===== src/design/pcarb_pkg.sv =====
package pcarb_pkg;

   // requesters: index 0 is the internal requester, 1 to 4 the external masters
   localparam int          NREQ        = 5;
   localparam int          IDX_W       = 3;

   // register byte addresses
   localparam logic [11:0] MODE_OFS    = 12'h048;
   localparam logic [11:0] STAT_OFS    = 12'h080;

   // mode word field positions
   localparam int          EN_LSB      = 0;
   localparam int          EXT_BIT     = 9;
   localparam int          BMT_BIT     = 10;
   localparam int          RFSH_BIT    = 11;
   localparam int          FAIR_LSB    = 12;
   localparam int          TOG_BIT     = 20;
   localparam int          PRIO_LSB    = 22;

   // status word field positions
   localparam int          GNT_LSB     = 0;
   localparam int          BRK_LSB     = 8;

   // reset values
   localparam logic [4:0]  EN_RST      = 5'h1f;
   localparam logic        EXT_RST     = 1'b0;
   localparam logic        BMT_RST     = 1'b0;
   localparam logic        RFSH_RST    = 1'b0;
   localparam logic [7:0]  FAIR_RST    = 8'h08;
   localparam logic        TOG_RST     = 1'b0;
   localparam logic [4:0]  PRIO_RST    = 5'h01;

   // timing count in bus clocks, then grant toggle state codes
   localparam int          BMT_CYCLES  = 16;
   localparam logic [1:0]  TOG_ARMED   = 2'h1;
   localparam logic [1:0]  TOG_BLANK   = 2'h2;

   function automatic logic [NREQ-1:0] pcarb_onehot(input logic [IDX_W-1:0] idx);
      pcarb_onehot = NREQ'(1) << idx;
   endfunction

endpackage


===== src/design/pcarb_if.sv =====
`timescale 1ns/1ps
`default_nettype none

interface pcarb_if
   import pcarb_pkg::*;
   ();
   // configuration from the register slave
   logic [NREQ-1:0]  en;
   logic             ext;
   logic             bmt_en;
   logic             rfsh_en;
   logic [7:0]       fair;
   logic             tog_en;
   logic [NREQ-1:0]  prio;
   // state shown back to software
   logic [NREQ-1:0]  gnt;
   logic [NREQ-1:0]  broken;
   // picker request and answer
   logic [NREQ-1:0]  elig;
   logic [IDX_W-1:0] last;
   logic [IDX_W-1:0] win;
   logic             win_vld;

   modport regs (output en, ext, bmt_en, rfsh_en, fair, tog_en, prio,
                 input  gnt, broken);
   modport core (input  en, ext, bmt_en, rfsh_en, fair, tog_en, prio, win, win_vld,
                 output gnt, broken, elig, last);
   modport pick (input  elig, last, prio,
                 output win, win_vld);
endinterface

`default_nettype wire


===== src/design/pcarb_top.sv =====
// How it works
// - mode bit selects internal arbiter (0, reset) or external arbiter with grants idle.
// - with timeout enabled, count 16 idle clocks while granted and FRAME not yet seen.
// - on timeout expiry the grant of the silent requester is removed.
// - refresh off: a broken requester stays excluded from arbitration forever.
// - refresh on: broken state clears once every other enabled requester was served once.
// - eight-bit fairness value, reset 08h, limits hold time while others request.
// - fairness counter reloads from its configured value on every new grant.
// - fairness counter starts decrementing only after the next FRAME falling edge.
// - fairness value zero keeps the grant until its holder drops its request.
// - toggle on: grant drops for one clock two clocks after FRAME asserts.
// - five priority bits, internal requester resets high, external masters low.
// - five enable bits include or exclude each requester, all reset enabled.
//
// Added by the designer: register access over APB.
`timescale 1ns/1ps
`default_nettype none

module pcarb_top
   import pcarb_pkg::*;
#(
   parameter int BMT_LIMIT = BMT_CYCLES
)
(
   // clock and reset
   input  wire logic        ref_clk,
   input  wire logic        rst,
   // apb slave
   input  wire logic        psel,
   input  wire logic        penable,
   input  wire logic        pwrite,
   input  wire logic [11:0] paddr,
   input  wire logic [31:0] pwdata,
   output logic      [31:0] prdata,
   output logic             pready,
   output logic             pslverr,
   // internal requester
   input  wire logic        int_req,
   output logic             int_gnt,
   // pci bus
   input  wire logic [3:0]  req_n,
   input  wire logic        frame_n,
   input  wire logic        irdy_n,
   output logic      [3:0]  gnt_n,
   output logic             ext_arb_sel
);

   generate
      if (BMT_LIMIT < 2 || BMT_LIMIT > 31) begin : g_bad_limit
         $error("BMT_LIMIT must lie between 2 and 31");
      end
   endgenerate

   typedef struct packed {
      logic [NREQ-1:0]  gnt;
      logic [IDX_W-1:0] last;
      logic [7:0]       fair;
      logic             armed;
      logic             frame_prev;
      logic [4:0]       bmt;
      logic [NREQ-1:0]  broken;
      logic [NREQ-1:0]  served;
      logic [1:0]       tog;
      logic [3:0]       gnt_n;
      logic             int_gnt;
      logic             ext_sel;
   } pcarb_core_s;

   pcarb_core_s q, d;

   pcarb_if bus ();

   logic [NREQ-1:0] req;
   logic [NREQ-1:0] others;
   logic            fall;
   logic            idle;
   logic            holder_req;
   logic            release_g;
   logic            blank;

   // register slave
   pcarb_apb u_apb (
      .ref_clk (ref_clk),
      .rst     (rst),
      .psel    (psel),
      .penable (penable),
      .pwrite  (pwrite),
      .paddr   (paddr),
      .pwdata  (pwdata),
      .prdata  (prdata),
      .pready  (pready),
      .pslverr (pslverr),
      .bus     (bus.regs)
   );

   // winner selection
   pcarb_pick u_pick (
      .bus (bus.pick)
   );

   // requesters seen by the picker
   assign req        = {~req_n, int_req};
   // broken requesters stay out of the eligible set until a refresh clears them
   assign bus.elig   = req & bus.en & ~q.broken;
   assign bus.last   = q.last;
   assign bus.gnt    = q.gnt;
   assign bus.broken = q.broken;

   always_comb begin
      d            = q;
      fall         = q.frame_prev & ~frame_n;
      idle         = frame_n & irdy_n;
      others       = bus.elig & ~q.gnt;
      holder_req   = |(q.gnt & req & bus.en);
      release_g    = 1'b0;
      blank        = 1'b0;
      d.frame_prev = frame_n;
      d.ext_sel    = bus.ext;

      if (bus.ext) begin
         // external arbiter owns the grants
         d.gnt   = '0;
         d.armed = 1'b0;
         d.tog   = 2'h0;
         d.bmt   = 5'h00;
      end else if (q.gnt == '0) begin
         // bus parked idle: issue the next grant
         if (bus.win_vld) begin
            d.gnt    = pcarb_onehot(bus.win);
            d.last   = bus.win;
            d.fair   = bus.fair;
            d.armed  = 1'b0;
            d.bmt    = 5'h00;
            d.tog    = 2'h0;
            d.served = q.served | pcarb_onehot(bus.win);
         end
      end else begin
         // a grant is held
         if (fall) begin
            d.armed = 1'b1;
            if (bus.tog_en && !q.armed) begin
               d.tog = TOG_ARMED;
            end
         end

         // grant toggling
         if (q.tog == TOG_ARMED) begin
            d.tog = TOG_BLANK;
            blank = 1'b1;
         end else if (q.tog == TOG_BLANK) begin
            d.tog = 2'h0;
         end

         // broken master detection
         if (bus.bmt_en && idle && !q.armed) begin
            d.bmt = q.bmt + 5'h01;
            if (q.bmt == 5'(BMT_LIMIT - 1)) begin
               release_g = 1'b1;
               d.broken  = q.broken | q.gnt;
               d.served  = '0;
            end
         end

         // fairness limit while others wait
         if (q.armed && bus.fair != 8'h00 && others != '0) begin
            if (q.fair == 8'h00) begin
               release_g = 1'b1;
            end else begin
               d.fair = q.fair - 8'h01;
            end
         end

         // holder has finished requesting
         if (!holder_req) begin
            release_g = 1'b1;
         end

         if (release_g) begin
            d.gnt   = '0;
            d.armed = 1'b0;
            d.tog   = 2'h0;
            d.bmt   = 5'h00;
            blank   = 1'b0;
         end
      end

      // broken state refresh; a mark set in this same cycle survives the clear
      if (bus.rfsh_en && q.broken != '0 && (&(q.served | q.broken | ~bus.en))) begin
         d.broken = d.broken & ~q.broken;
         d.served = d.served & ~q.served;
      end

      d.gnt_n   = ~d.gnt[NREQ-1:1] | {4{blank}};
      d.int_gnt = d.gnt[0] & ~blank;
   end

   always_ff @(posedge ref_clk) begin
      if (rst) begin
         q            <= '0;
         q.frame_prev <= 1'b1;
         q.gnt_n      <= 4'hf;
         q.ext_sel    <= EXT_RST;
      end else begin
         q <= d;
      end
   end

   assign gnt_n       = q.gnt_n;
   assign int_gnt     = q.int_gnt;
   assign ext_arb_sel = q.ext_sel;

endmodule

`default_nettype wire


===== src/design/pcarb_pick.sv =====
`timescale 1ns/1ps
`default_nettype none

module pcarb_pick
   import pcarb_pkg::*;
(
   // picker side of the shared bundle
   pcarb_if.pick bus
);

   logic [NREQ-1:0]  set;
   logic [IDX_W-1:0] idx;

   // high priority first, then round robin after the last winner
   always_comb begin
      set         = (|(bus.elig & bus.prio)) ? (bus.elig & bus.prio) : bus.elig;
      bus.win     = '0;
      bus.win_vld = 1'b0;
      idx         = '0;
      for (int i = NREQ; i >= 1; i--) begin
         idx = IDX_W'((int'(bus.last) + i) % NREQ);
         if (set[idx]) begin
            bus.win     = idx;
            bus.win_vld = 1'b1;
         end
      end
   end

endmodule

`default_nettype wire


===== src/design/pcarb_apb.sv =====
`timescale 1ns/1ps
`default_nettype none

module pcarb_apb
   import pcarb_pkg::*;
(
   // clock and reset
   input  wire logic        ref_clk,
   input  wire logic        rst,
   // apb slave
   input  wire logic        psel,
   input  wire logic        penable,
   input  wire logic        pwrite,
   input  wire logic [11:0] paddr,
   input  wire logic [31:0] pwdata,
   output logic      [31:0] prdata,
   output logic             pready,
   output logic             pslverr,
   // configuration and status
   pcarb_if.regs            bus
);

   typedef struct packed {
      logic [NREQ-1:0] en;
      logic            ext;
      logic            bmt_en;
      logic            rfsh_en;
      logic [7:0]      fair;
      logic            tog_en;
      logic [NREQ-1:0] prio;
      logic [31:0]     rdata;
      logic            rdy;
      logic            err;
   } pcarb_apb_s;

   pcarb_apb_s q, d;

   function automatic logic [31:0] mode_word(input pcarb_apb_s s);
      mode_word                         = 32'h0000_0000;
      mode_word[EN_LSB +: NREQ]         = s.en;
      mode_word[EXT_BIT]                = s.ext;
      mode_word[BMT_BIT]                = s.bmt_en;
      mode_word[RFSH_BIT]               = s.rfsh_en;
      mode_word[FAIR_LSB +: 8]          = s.fair;
      mode_word[TOG_BIT]                = s.tog_en;
      mode_word[PRIO_LSB +: NREQ]       = s.prio;
   endfunction

   always_comb begin
      d     = q;
      d.rdy = psel & ~penable;
      d.err = psel & ~penable & (paddr != MODE_OFS) & (paddr != STAT_OFS);
      if (psel & ~penable) begin
         d.rdata = 32'h0000_0000;
         if (paddr == MODE_OFS) begin
            d.rdata = mode_word(q);
         end else if (paddr == STAT_OFS) begin
            d.rdata[GNT_LSB +: NREQ] = bus.gnt;
            d.rdata[BRK_LSB +: NREQ] = bus.broken;
         end
      end
      if (psel & penable & q.rdy & pwrite & (paddr == MODE_OFS)) begin
         d.en      = pwdata[EN_LSB +: NREQ];
         d.ext     = pwdata[EXT_BIT];
         d.bmt_en  = pwdata[BMT_BIT];
         d.rfsh_en = pwdata[RFSH_BIT];
         d.fair    = pwdata[FAIR_LSB +: 8];
         d.tog_en  = pwdata[TOG_BIT];
         d.prio    = pwdata[PRIO_LSB +: NREQ];
      end
   end

   always_ff @(posedge ref_clk) begin
      if (rst) begin
         q         <= '0;
         q.en      <= EN_RST;
         q.ext     <= EXT_RST;
         q.bmt_en  <= BMT_RST;
         q.rfsh_en <= RFSH_RST;
         q.fair    <= FAIR_RST;
         q.tog_en  <= TOG_RST;
         q.prio    <= PRIO_RST;
      end else begin
         q <= d;
      end
   end

   assign prdata      = q.rdata;
   assign pready      = q.rdy;
   assign pslverr     = q.err;
   assign bus.en      = q.en;
   assign bus.ext     = q.ext;
   assign bus.bmt_en  = q.bmt_en;
   assign bus.rfsh_en = q.rfsh_en;
   assign bus.fair    = q.fair;
   assign bus.tog_en  = q.tog_en;
   assign bus.prio    = q.prio;

endmodule

`default_nettype wire


===== config.mk =====
export PLATFORM = sky130hd
export DESIGN_NAME = pcarb_top
export DESIGN_NICKNAME = d
export VERILOG_FILES = /design/src/design/pcarb_pkg.sv /design/src/design/pcarb_if.sv /design/src/design/pcarb_top.sv /design/src/design/pcarb_pick.sv /design/src/design/pcarb_apb.sv
export SDC_FILE = /design/constraint.sdc
export NUM_CORES = 1
export LEC_CHECK = 0
export ABC_AREA = 1
export BUFFER_PORTS_ARGS = -buffer_cell sky130_fd_sc_hd__buf_4
export CAP_MARGIN = 20
export CORE_UTILIZATION = 57
export CTS_CLUSTER_SIZE = 14
export DETAILED_ROUTE_END_ITERATION = 10
export PLACE_DENSITY = 0.82
export SLEW_MARGIN = 5
export SYNTH_ARGS = -nofsm -noshare
export SYNTH_HDL_FRONTEND = slang
export SYNTH_SLANG_ARGS = --single-unit

===== constraint.sdc =====
create_clock -name ref_clk -period 3.9 [get_ports ref_clk]
set_clock_uncertainty 0.05 [all_clocks]
set_input_delay 0.585 -clock ref_clk [delete_from_list [all_inputs] [get_ports ref_clk]]
set_output_delay 0.585 -clock ref_clk [all_outputs]
set_load 0.01 [all_outputs]

==> results of run 1 <==
-- layout make-up --
cell class	count	area share, %
Timing Repair Buffer	87	10.16
Sequential cell	88	27.16
Inverter	111	6.409
Clock inverter	5	1.309
Clock buffer	11	2.329
Multi-Input combinational cell	603	50.15
Tap cell	129	2.483
-- logic make-up after synthesis --
family,Yosys count
adder cells (fa/ha/maj),26
buffers and inverters,145
other,1
AND/OR/NAND/NOR,395
XOR/XNOR,7
flip-flops,88
AO/OA/AOI/OAI,166
-- critical path, delay by kind of cell, from the launching register on --
family	cells	cell delay (ns)
and+or+nand+nor	23	1.94
adders and majority gates	3	0.77
DFF	1	0.39
buffers and inverters	4	0.25
AOI/OAI and AO/OA	1	0.06
-- power groups by stage --
stage	Combinational, µW	Clock (µW)	Sequential [µW]
global route	3500	785	1090
CTS	3060	755	1070
finish	3110	756	1080
floorplan	2450	0	1070
global placement	2920	0	1090
detailed placement	3050	0	1090
-- through the flow --
step	cell area, µm²	std cells	power, µW
6_report	6501	1034	4947
5_1_grt	6501	1034	5375
4_1_cts	6467	1033	4885
3_5_place_dp	6231	1017	4141
3_3_place_gp	6231	1017	4010
2_1_floorplan	5609	836	3527
-- cells in the mapped netlist, types with 2 or more instances --
| library cell | count | area, µm² |
|---|---|---|
| a211oi_1 | 3 | 22.52 |
| a21oi_1 | 63 | 315.3 |
| a21oi_2 | 2 | 17.52 |
| a221oi_1 | 2 | 17.52 |
| a31oi_1 | 7 | 43.79 |
| buf_4 | 13 | 97.59 |
| clkbuf_1 | 19 | 71.32 |
| clkinv_1 | 4 | 15.01 |
| dfxtp_1 | 88 | 1762 |
| ha_1 | 26 | 325.3 |
| inv_1 | 97 | 364.1 |
| inv_2 | 10 | 37.54 |
| nand2_1 | 186 | 698.2 |
| nand2_2 | 23 | 143.9 |
| nand2_4 | 2 | 22.52 |
| nand3_1 | 70 | 350.3 |
| nand3_2 | 7 | 70.07 |
| nand4_1 | 12 | 75.07 |
| nor2_1 | 47 | 176.4 |
| nor2_2 | 6 | 37.54 |
| nor3_1 | 19 | 95.09 |
| nor4_1 | 9 | 56.30 |
| o211ai_1 | 11 | 82.58 |
| o21ai_0 | 44 | 220.2 |
| o21ai_1 | 13 | 65.06 |
| o21ai_2 | 6 | 52.55 |
| o221ai_1 | 6 | 52.55 |
| o22ai_1 | 5 | 31.28 |
| or2_2 | 4 | 25.02 |
| or4_1 | 2 | 15.01 |
| xor2_1 | 6 | 52.55 |
-- metal layers --
metal | up-vias | part of all wire [%] | GRT usage, % | wire length, µm
met2 | 232 | 47 | 50.95 | 7036
li1 | 2882 | - | - | -
met4 | 0 | 2.0 | 9.810 | 302
met1 | 2703 | 44 | 40.67 | 6632
met3 | 35 | 6.3 | 4.508 | 942
met5 | - | 0 | 0 | 0
-- registers in the layout, indices dropped and copies added (netlist names), 3 cells and up --
register	count
bus.broken	5
bus.gnt	5
bus.last	3
gnt_n	4
q	22
u_apb.bus.en	5
u_apb.bus.fair	8
u_apb.bus.prio	5
u_apb.prdata	23
-- worst paths after layout --
| check | end | slack [ns] |
|---|---|---|
| worst min register to register | q[21] | 0.42 |
| worst min-delay path | q[23] | 0.38 |
| worst max register to register | gnt_n[3] | 0.33 |
| worst max-delay path | gnt_n[3] | 0.33 |
==> flow_summary.toml, run 1 <==
[status]
outcome = "finished clean"

[sta]
worst_pin_slew_ns = 1.050
rsz0062_at_grt = "false"
relSlewSlack_pct = 29.88
fin_setup_tns_ns = 0
post-route-period-util_pct = 91.55
finalHoldViolCount = 0
fmax_mhz = 280.1
setup_viol_count_final = 0
holdWs_ns = 0.3754
final_max_slew_viol_count = 0
finalWorstSetupSlack_ns = 0.3297
period_minus_slack_ns = 3.570

[clocking]
h-tree-depth = 3
clk_pin_slew_worst_paths_ns = 0.09
clk_latency_ns = 0.37
clock-root-buffer = "clkbuf_8"
cts_tree = "done"
clk_path_buf_depth = 2
post_cts_resized = 0
numCtsBuffers = 9
cts_hold_buf = 0
cts.sink_count = 88
post-cts-setup-buffer-count = 0

[grt]
grt_usage_pct = 30.57
overflow = 0
grt_pass1_wl_mm = 24.86
grt_max_degree = 42
antenna_found_initial = 0
grt_pass1_vias = 5302

[synthesis]
synth_compound_area_share_pct = 17.34
syn_inst = 828
muxShareOfSynthArea_pct = 0
yosys.area_share.simple_pct = 33.30
yosysSeqAreaShare_pct = 31.58
synthesis.area_um2 = 5579
synth_edf_count = 0
ys_warn_count = 0
synth_xor_area_share_pct = 1.099
async_flop_share_pct = 0
synth_top_family_by_area = "simple AND/OR/NAND/NOR gates"
synthFlopType = "dfxtp_1"
synth-seq-cells = 88
postSynthAreaPerCell_um2 = 6.738
synthAdderAreaFrac_pct = 5.831
synth_cell_type_count = 47

[layout]
drive_above_1_share_pct = 19.34
syn2layout_area_growth_pct = 16.53
seq_area_um2 = 1765
fin_nets = 982
multi_input_area_um2 = 3261
antennaDiodeCount = 0
final_common_cell = "nand2_1"
n_fill_cell = 812
final_cell_mix = "nand2_1 (186), inv_1 (97), buf_4 (86), dfxtp_1 (85), nand3_1 (70)"
final_util_pct = 69.37

[setup_path]
crit_type = "flop to flop"
crit_fanout = 6
critPathRequiredTime_ns = 4.11
crit_path_end_kind = "flop"
ff2ff_path_depth = 31
cp-start-kind = "flop"
cpPeakStageDelay_ns = 0.40
cp.arrival_ns = 3.78
crit_path_start = "bus.last[0]"
crit_top_cell = "nand2_1"
cpMaxStageDelayCell = "ha_2"
r2r_start = "bus.last[0]"

[power_and_ir_drop]
p_switching_uw = 2475
p_comb_share_pct = 62.9
intPower_uw = 2472
swShare_pct = 50.04
vdd_drop_max_v = 0.0004366
seqPwrFrac_pct = 21.8
powerDensity_nw_per_um2 = 760.9
leakage_uw = 0.003016
p_clk_share_pct = 15.3

[floorplanning]
die_y_um = 100.9
start_util_pct = 59.53
die-width_um = 100.9
rows = 35
core_area_um2 = 9371
dieArea_um2 = 10190
ios = 96

[route]
routedWlPerCell_um = 14.42
num_vias = 5852
routed_wl_mm = 14.91
vias_per_cell = 5.660
ant_nets = 0
drtIter0Drc = 400
drc = 0
drt_first_pass_iters = 6

[placement]
hpwl_mm = 11.42
port_buffers = 76
dp_slack_ns = 0.3385
place_congestion = 0.9845

[run]
cap_violations = 0

[hold_path]
worstHoldStart = "frame_n"
whs_path_depth = 2
hp-class = "input pin to flop"
Power figures use the tool's default switching activity.
==> run 2, diff against run 1 <==
- SYNTH_HIERARCHICAL: unset -> 1
==> run 2 against run 1 <==
Register-to-register slack worse by 0.18 ns. Largest power group unchanged. Clock power is 11% lower. Non-clock buffer count is 21 higher. Synthesized cell count is 7.2% higher. Global-route usage is 1.7 points lower. Sequential power hardly changed. Largest cell class unchanged. Design area is 8.3% higher. Flip-flop and latch count stayed put.
==> flow_summary.toml, run 2 <==
[synthesis]
synth_top_area_cell = "dfxtp_1"
synth-seq-cells = 88
synth_edf_count = 0
syn_inst = 888
postSynthAreaPerCell_um2 = 6.555
synthesis.area_um2 = 5821
synth_cell_type_count = 46
netlist.area_leader.share_pct = 30.27
synth_area_leaders = "dfxtp_1 (30%), nand2_1 (13%), nand3_1 (8.6%), inv_1 (6.9%), nor2_1 (6.6%)"
synthTopCellsByCount = "nand2_1 (194), inv_1 (107), nor2_1 (102)"
ys_warn_count = 6
yosysSeqAreaShare_pct = 30.27
async_flop_share_pct = 0
yosysMostFrequentCell = "nand2_1"
synthFlopType = "dfxtp_1"

[setup_path]
crit_path_end_kind = "flop"
critPathRequiredTime_ns = 4.10
crit_top_cell = "buf_4"
cp-start-kind = "flop"
cp.arrival_ns = 3.95
cpMaxStageDelayCell = "dfxtp_2"
crit_type = "flop to flop"
crit_fanout = 4
cpPeakStageDelay_ns = 0.38

[power_and_ir_drop]
leakage_uw = 0.003456
powerDensity_nw_per_um2 = 785.9
vdd_drop_max_v = 0.0005307

[grt]
grt_usage_pct = 28.92
grt_max_degree = 47
antenna_found_initial = 0
overflow = 0
grt_pass1_wl_mm = 24.16
grt_pass1_vias = 5317

[route]
drt_first_pass_iters = 5
drc = 0
num_vias = 5990
routedWlPerCell_um = 13.48
vias_per_cell = 5.367
drtIter0Drc = 483
routed_wl_mm = 15.05
ant_nets = 0

[clocking]
h-tree-depth = 3
clk_pin_slew_worst_paths_ns = 0.09
clk_path_buf_depth = 2
cts.sink_count = 88
cts_tree = "done"
numCtsBuffers = 9
clock-root-buffer = "clkbuf_8"
clk_latency_ns = 0.36
cts_hold_buf = 0

[floorplanning]
start_util_pct = 59.28
die_y_um = 103.1
ios = 96
dieArea_um2 = 10620
core_area_um2 = 9819
die-width_um = 103.1
rows = 36

[sta]
holdWs_ns = 0.3816
setup_viol_count_final = 0
fmax_mhz = 266.8
post-route-period-util_pct = 96.11
final_max_slew_viol_count = 0
worst_pin_slew_ns = 0.8806
rsz0062_at_grt = "true"
finalHoldViolCount = 0
period_minus_slack_ns = 3.748
relSlewSlack_pct = 40.93

[placement]
hpwl_mm = 10.76
port_buffers = 76
post_dp_cell_area_um2 = 6564
place_congestion = 0.9912

[layout]
largest_reg_flops = 23
final_cell_mix = "nand2_1 (185), buf_4 (107), inv_1 (105), nor2_1 (101), nand3_1 (96)"
drive_above_1_share_pct = 24.01
syn2layout_area_growth_pct = 20.94
final_area_um2 = 7039
fin_nets = 1060
final_common_cell = "nand2_1"
antennaDiodeCount = 0

[status]
outcome = "finished clean"

[hold_path]
hp-class = "input pin to flop"

[run]
cap_violations = 0
run 2: changes by cell type in the layout (fill, tap and decap cells not counted), sizes merged, moves of 4 or more:
cell    change
o211ai      -8
inv         +9
o21ai       -8
nor3        -9
buf        +21
nand3      +34
o221ai      -6
nor4        -9
nor2       +68
nand2       +5
xor2        +4
a21oi      -16
a31oi       -6
run 2: path summary, 6_finish.rpt:
kind	start	end	slack, ns	cells after the start
worst max-delay path	bus.last[1]	q[9]	0.15	26
worst min-delay path	pwdata[3]	u_apb/bus.en[3]	0.38	3
worst max register to register	bus.last[1]	q[9]	0.15	26
worst min register to register	q[21]	q[21]	0.41	2
run 2: where the power goes:
part / internal (µW) / total (µW) / switching [µW]
Combinational: 1490 / 3790 / 2300
Clock: 322 / 670 / 348
Sequential: 1000 / 1070 / 68.3
run 2: kinds of logic (layout without fill, tap and decap cells):
group	count (synthesis)	in the layout	synth area share, %
AOI/OAI and AO/OA	124	124	11.84
xor gates and xnor gates	10	10	1.505
adders and majority gates	26	26	5.589
buffers and inverters	158	245	11.78
DFF	88	88	30.27
other	1	9	0.06443
and+or+nand+nor	481	481	38.95
run 2: critical path, delay by kind of cell (launching register included):
| family | cells | cell delay (ns) |
|---|---|---|
| buf+inv | 6 | 0.72 |
| fa+ha+maj | 3 | 0.59 |
| compound gates | 2 | 0.28 |
| xor+xnor | 1 | 0.15 |
| simple gates | 14 | 1.48 |
| flops | 1 | 0.38 |
run 2: timing repair:
action	in CTS	in global routing
pin swaps	3	17
buffers inserted	1	4
endpoints found under the setup margin	10	34
resized for setup	6	45
hold endpoints to repair	0	0
run 2: stage by stage:
stage	cells	util, %	setup TNS [ns]	total power [µW]	setup slack [ns]
finish	1116	71.69	0	5532	0.1518
global route	1116	71.69	-0.2123	6042	-0.07180
CTS	1112	69.32	0	5069	0.02233
detailed placement	1095	66.85	-0.06866	4342	-0.03693
global placement	1095	66.85	0	4281	0.06692
floorplan	896	-	0	3475	0.02482
run 2: final cells by class:
type	count	area, µm²
repair buffers	108	823.3
inverters	121	474.2
clock buffers	10	137.6
clock inverters	6	80.08
multi-input cells	650	3591
flip-flops and latches	88	1767
well taps	133	166.4
fillers	846	2780
run 2: per-layer routing:
metal,GRT usage [%],vias up,routed length [µm]
li1,-,3025,-
met1,36.70,2712,6471
met2,50.21,225,7381
met3,4.610,28,900
met4,9.101,0,292
met5,0,-,0
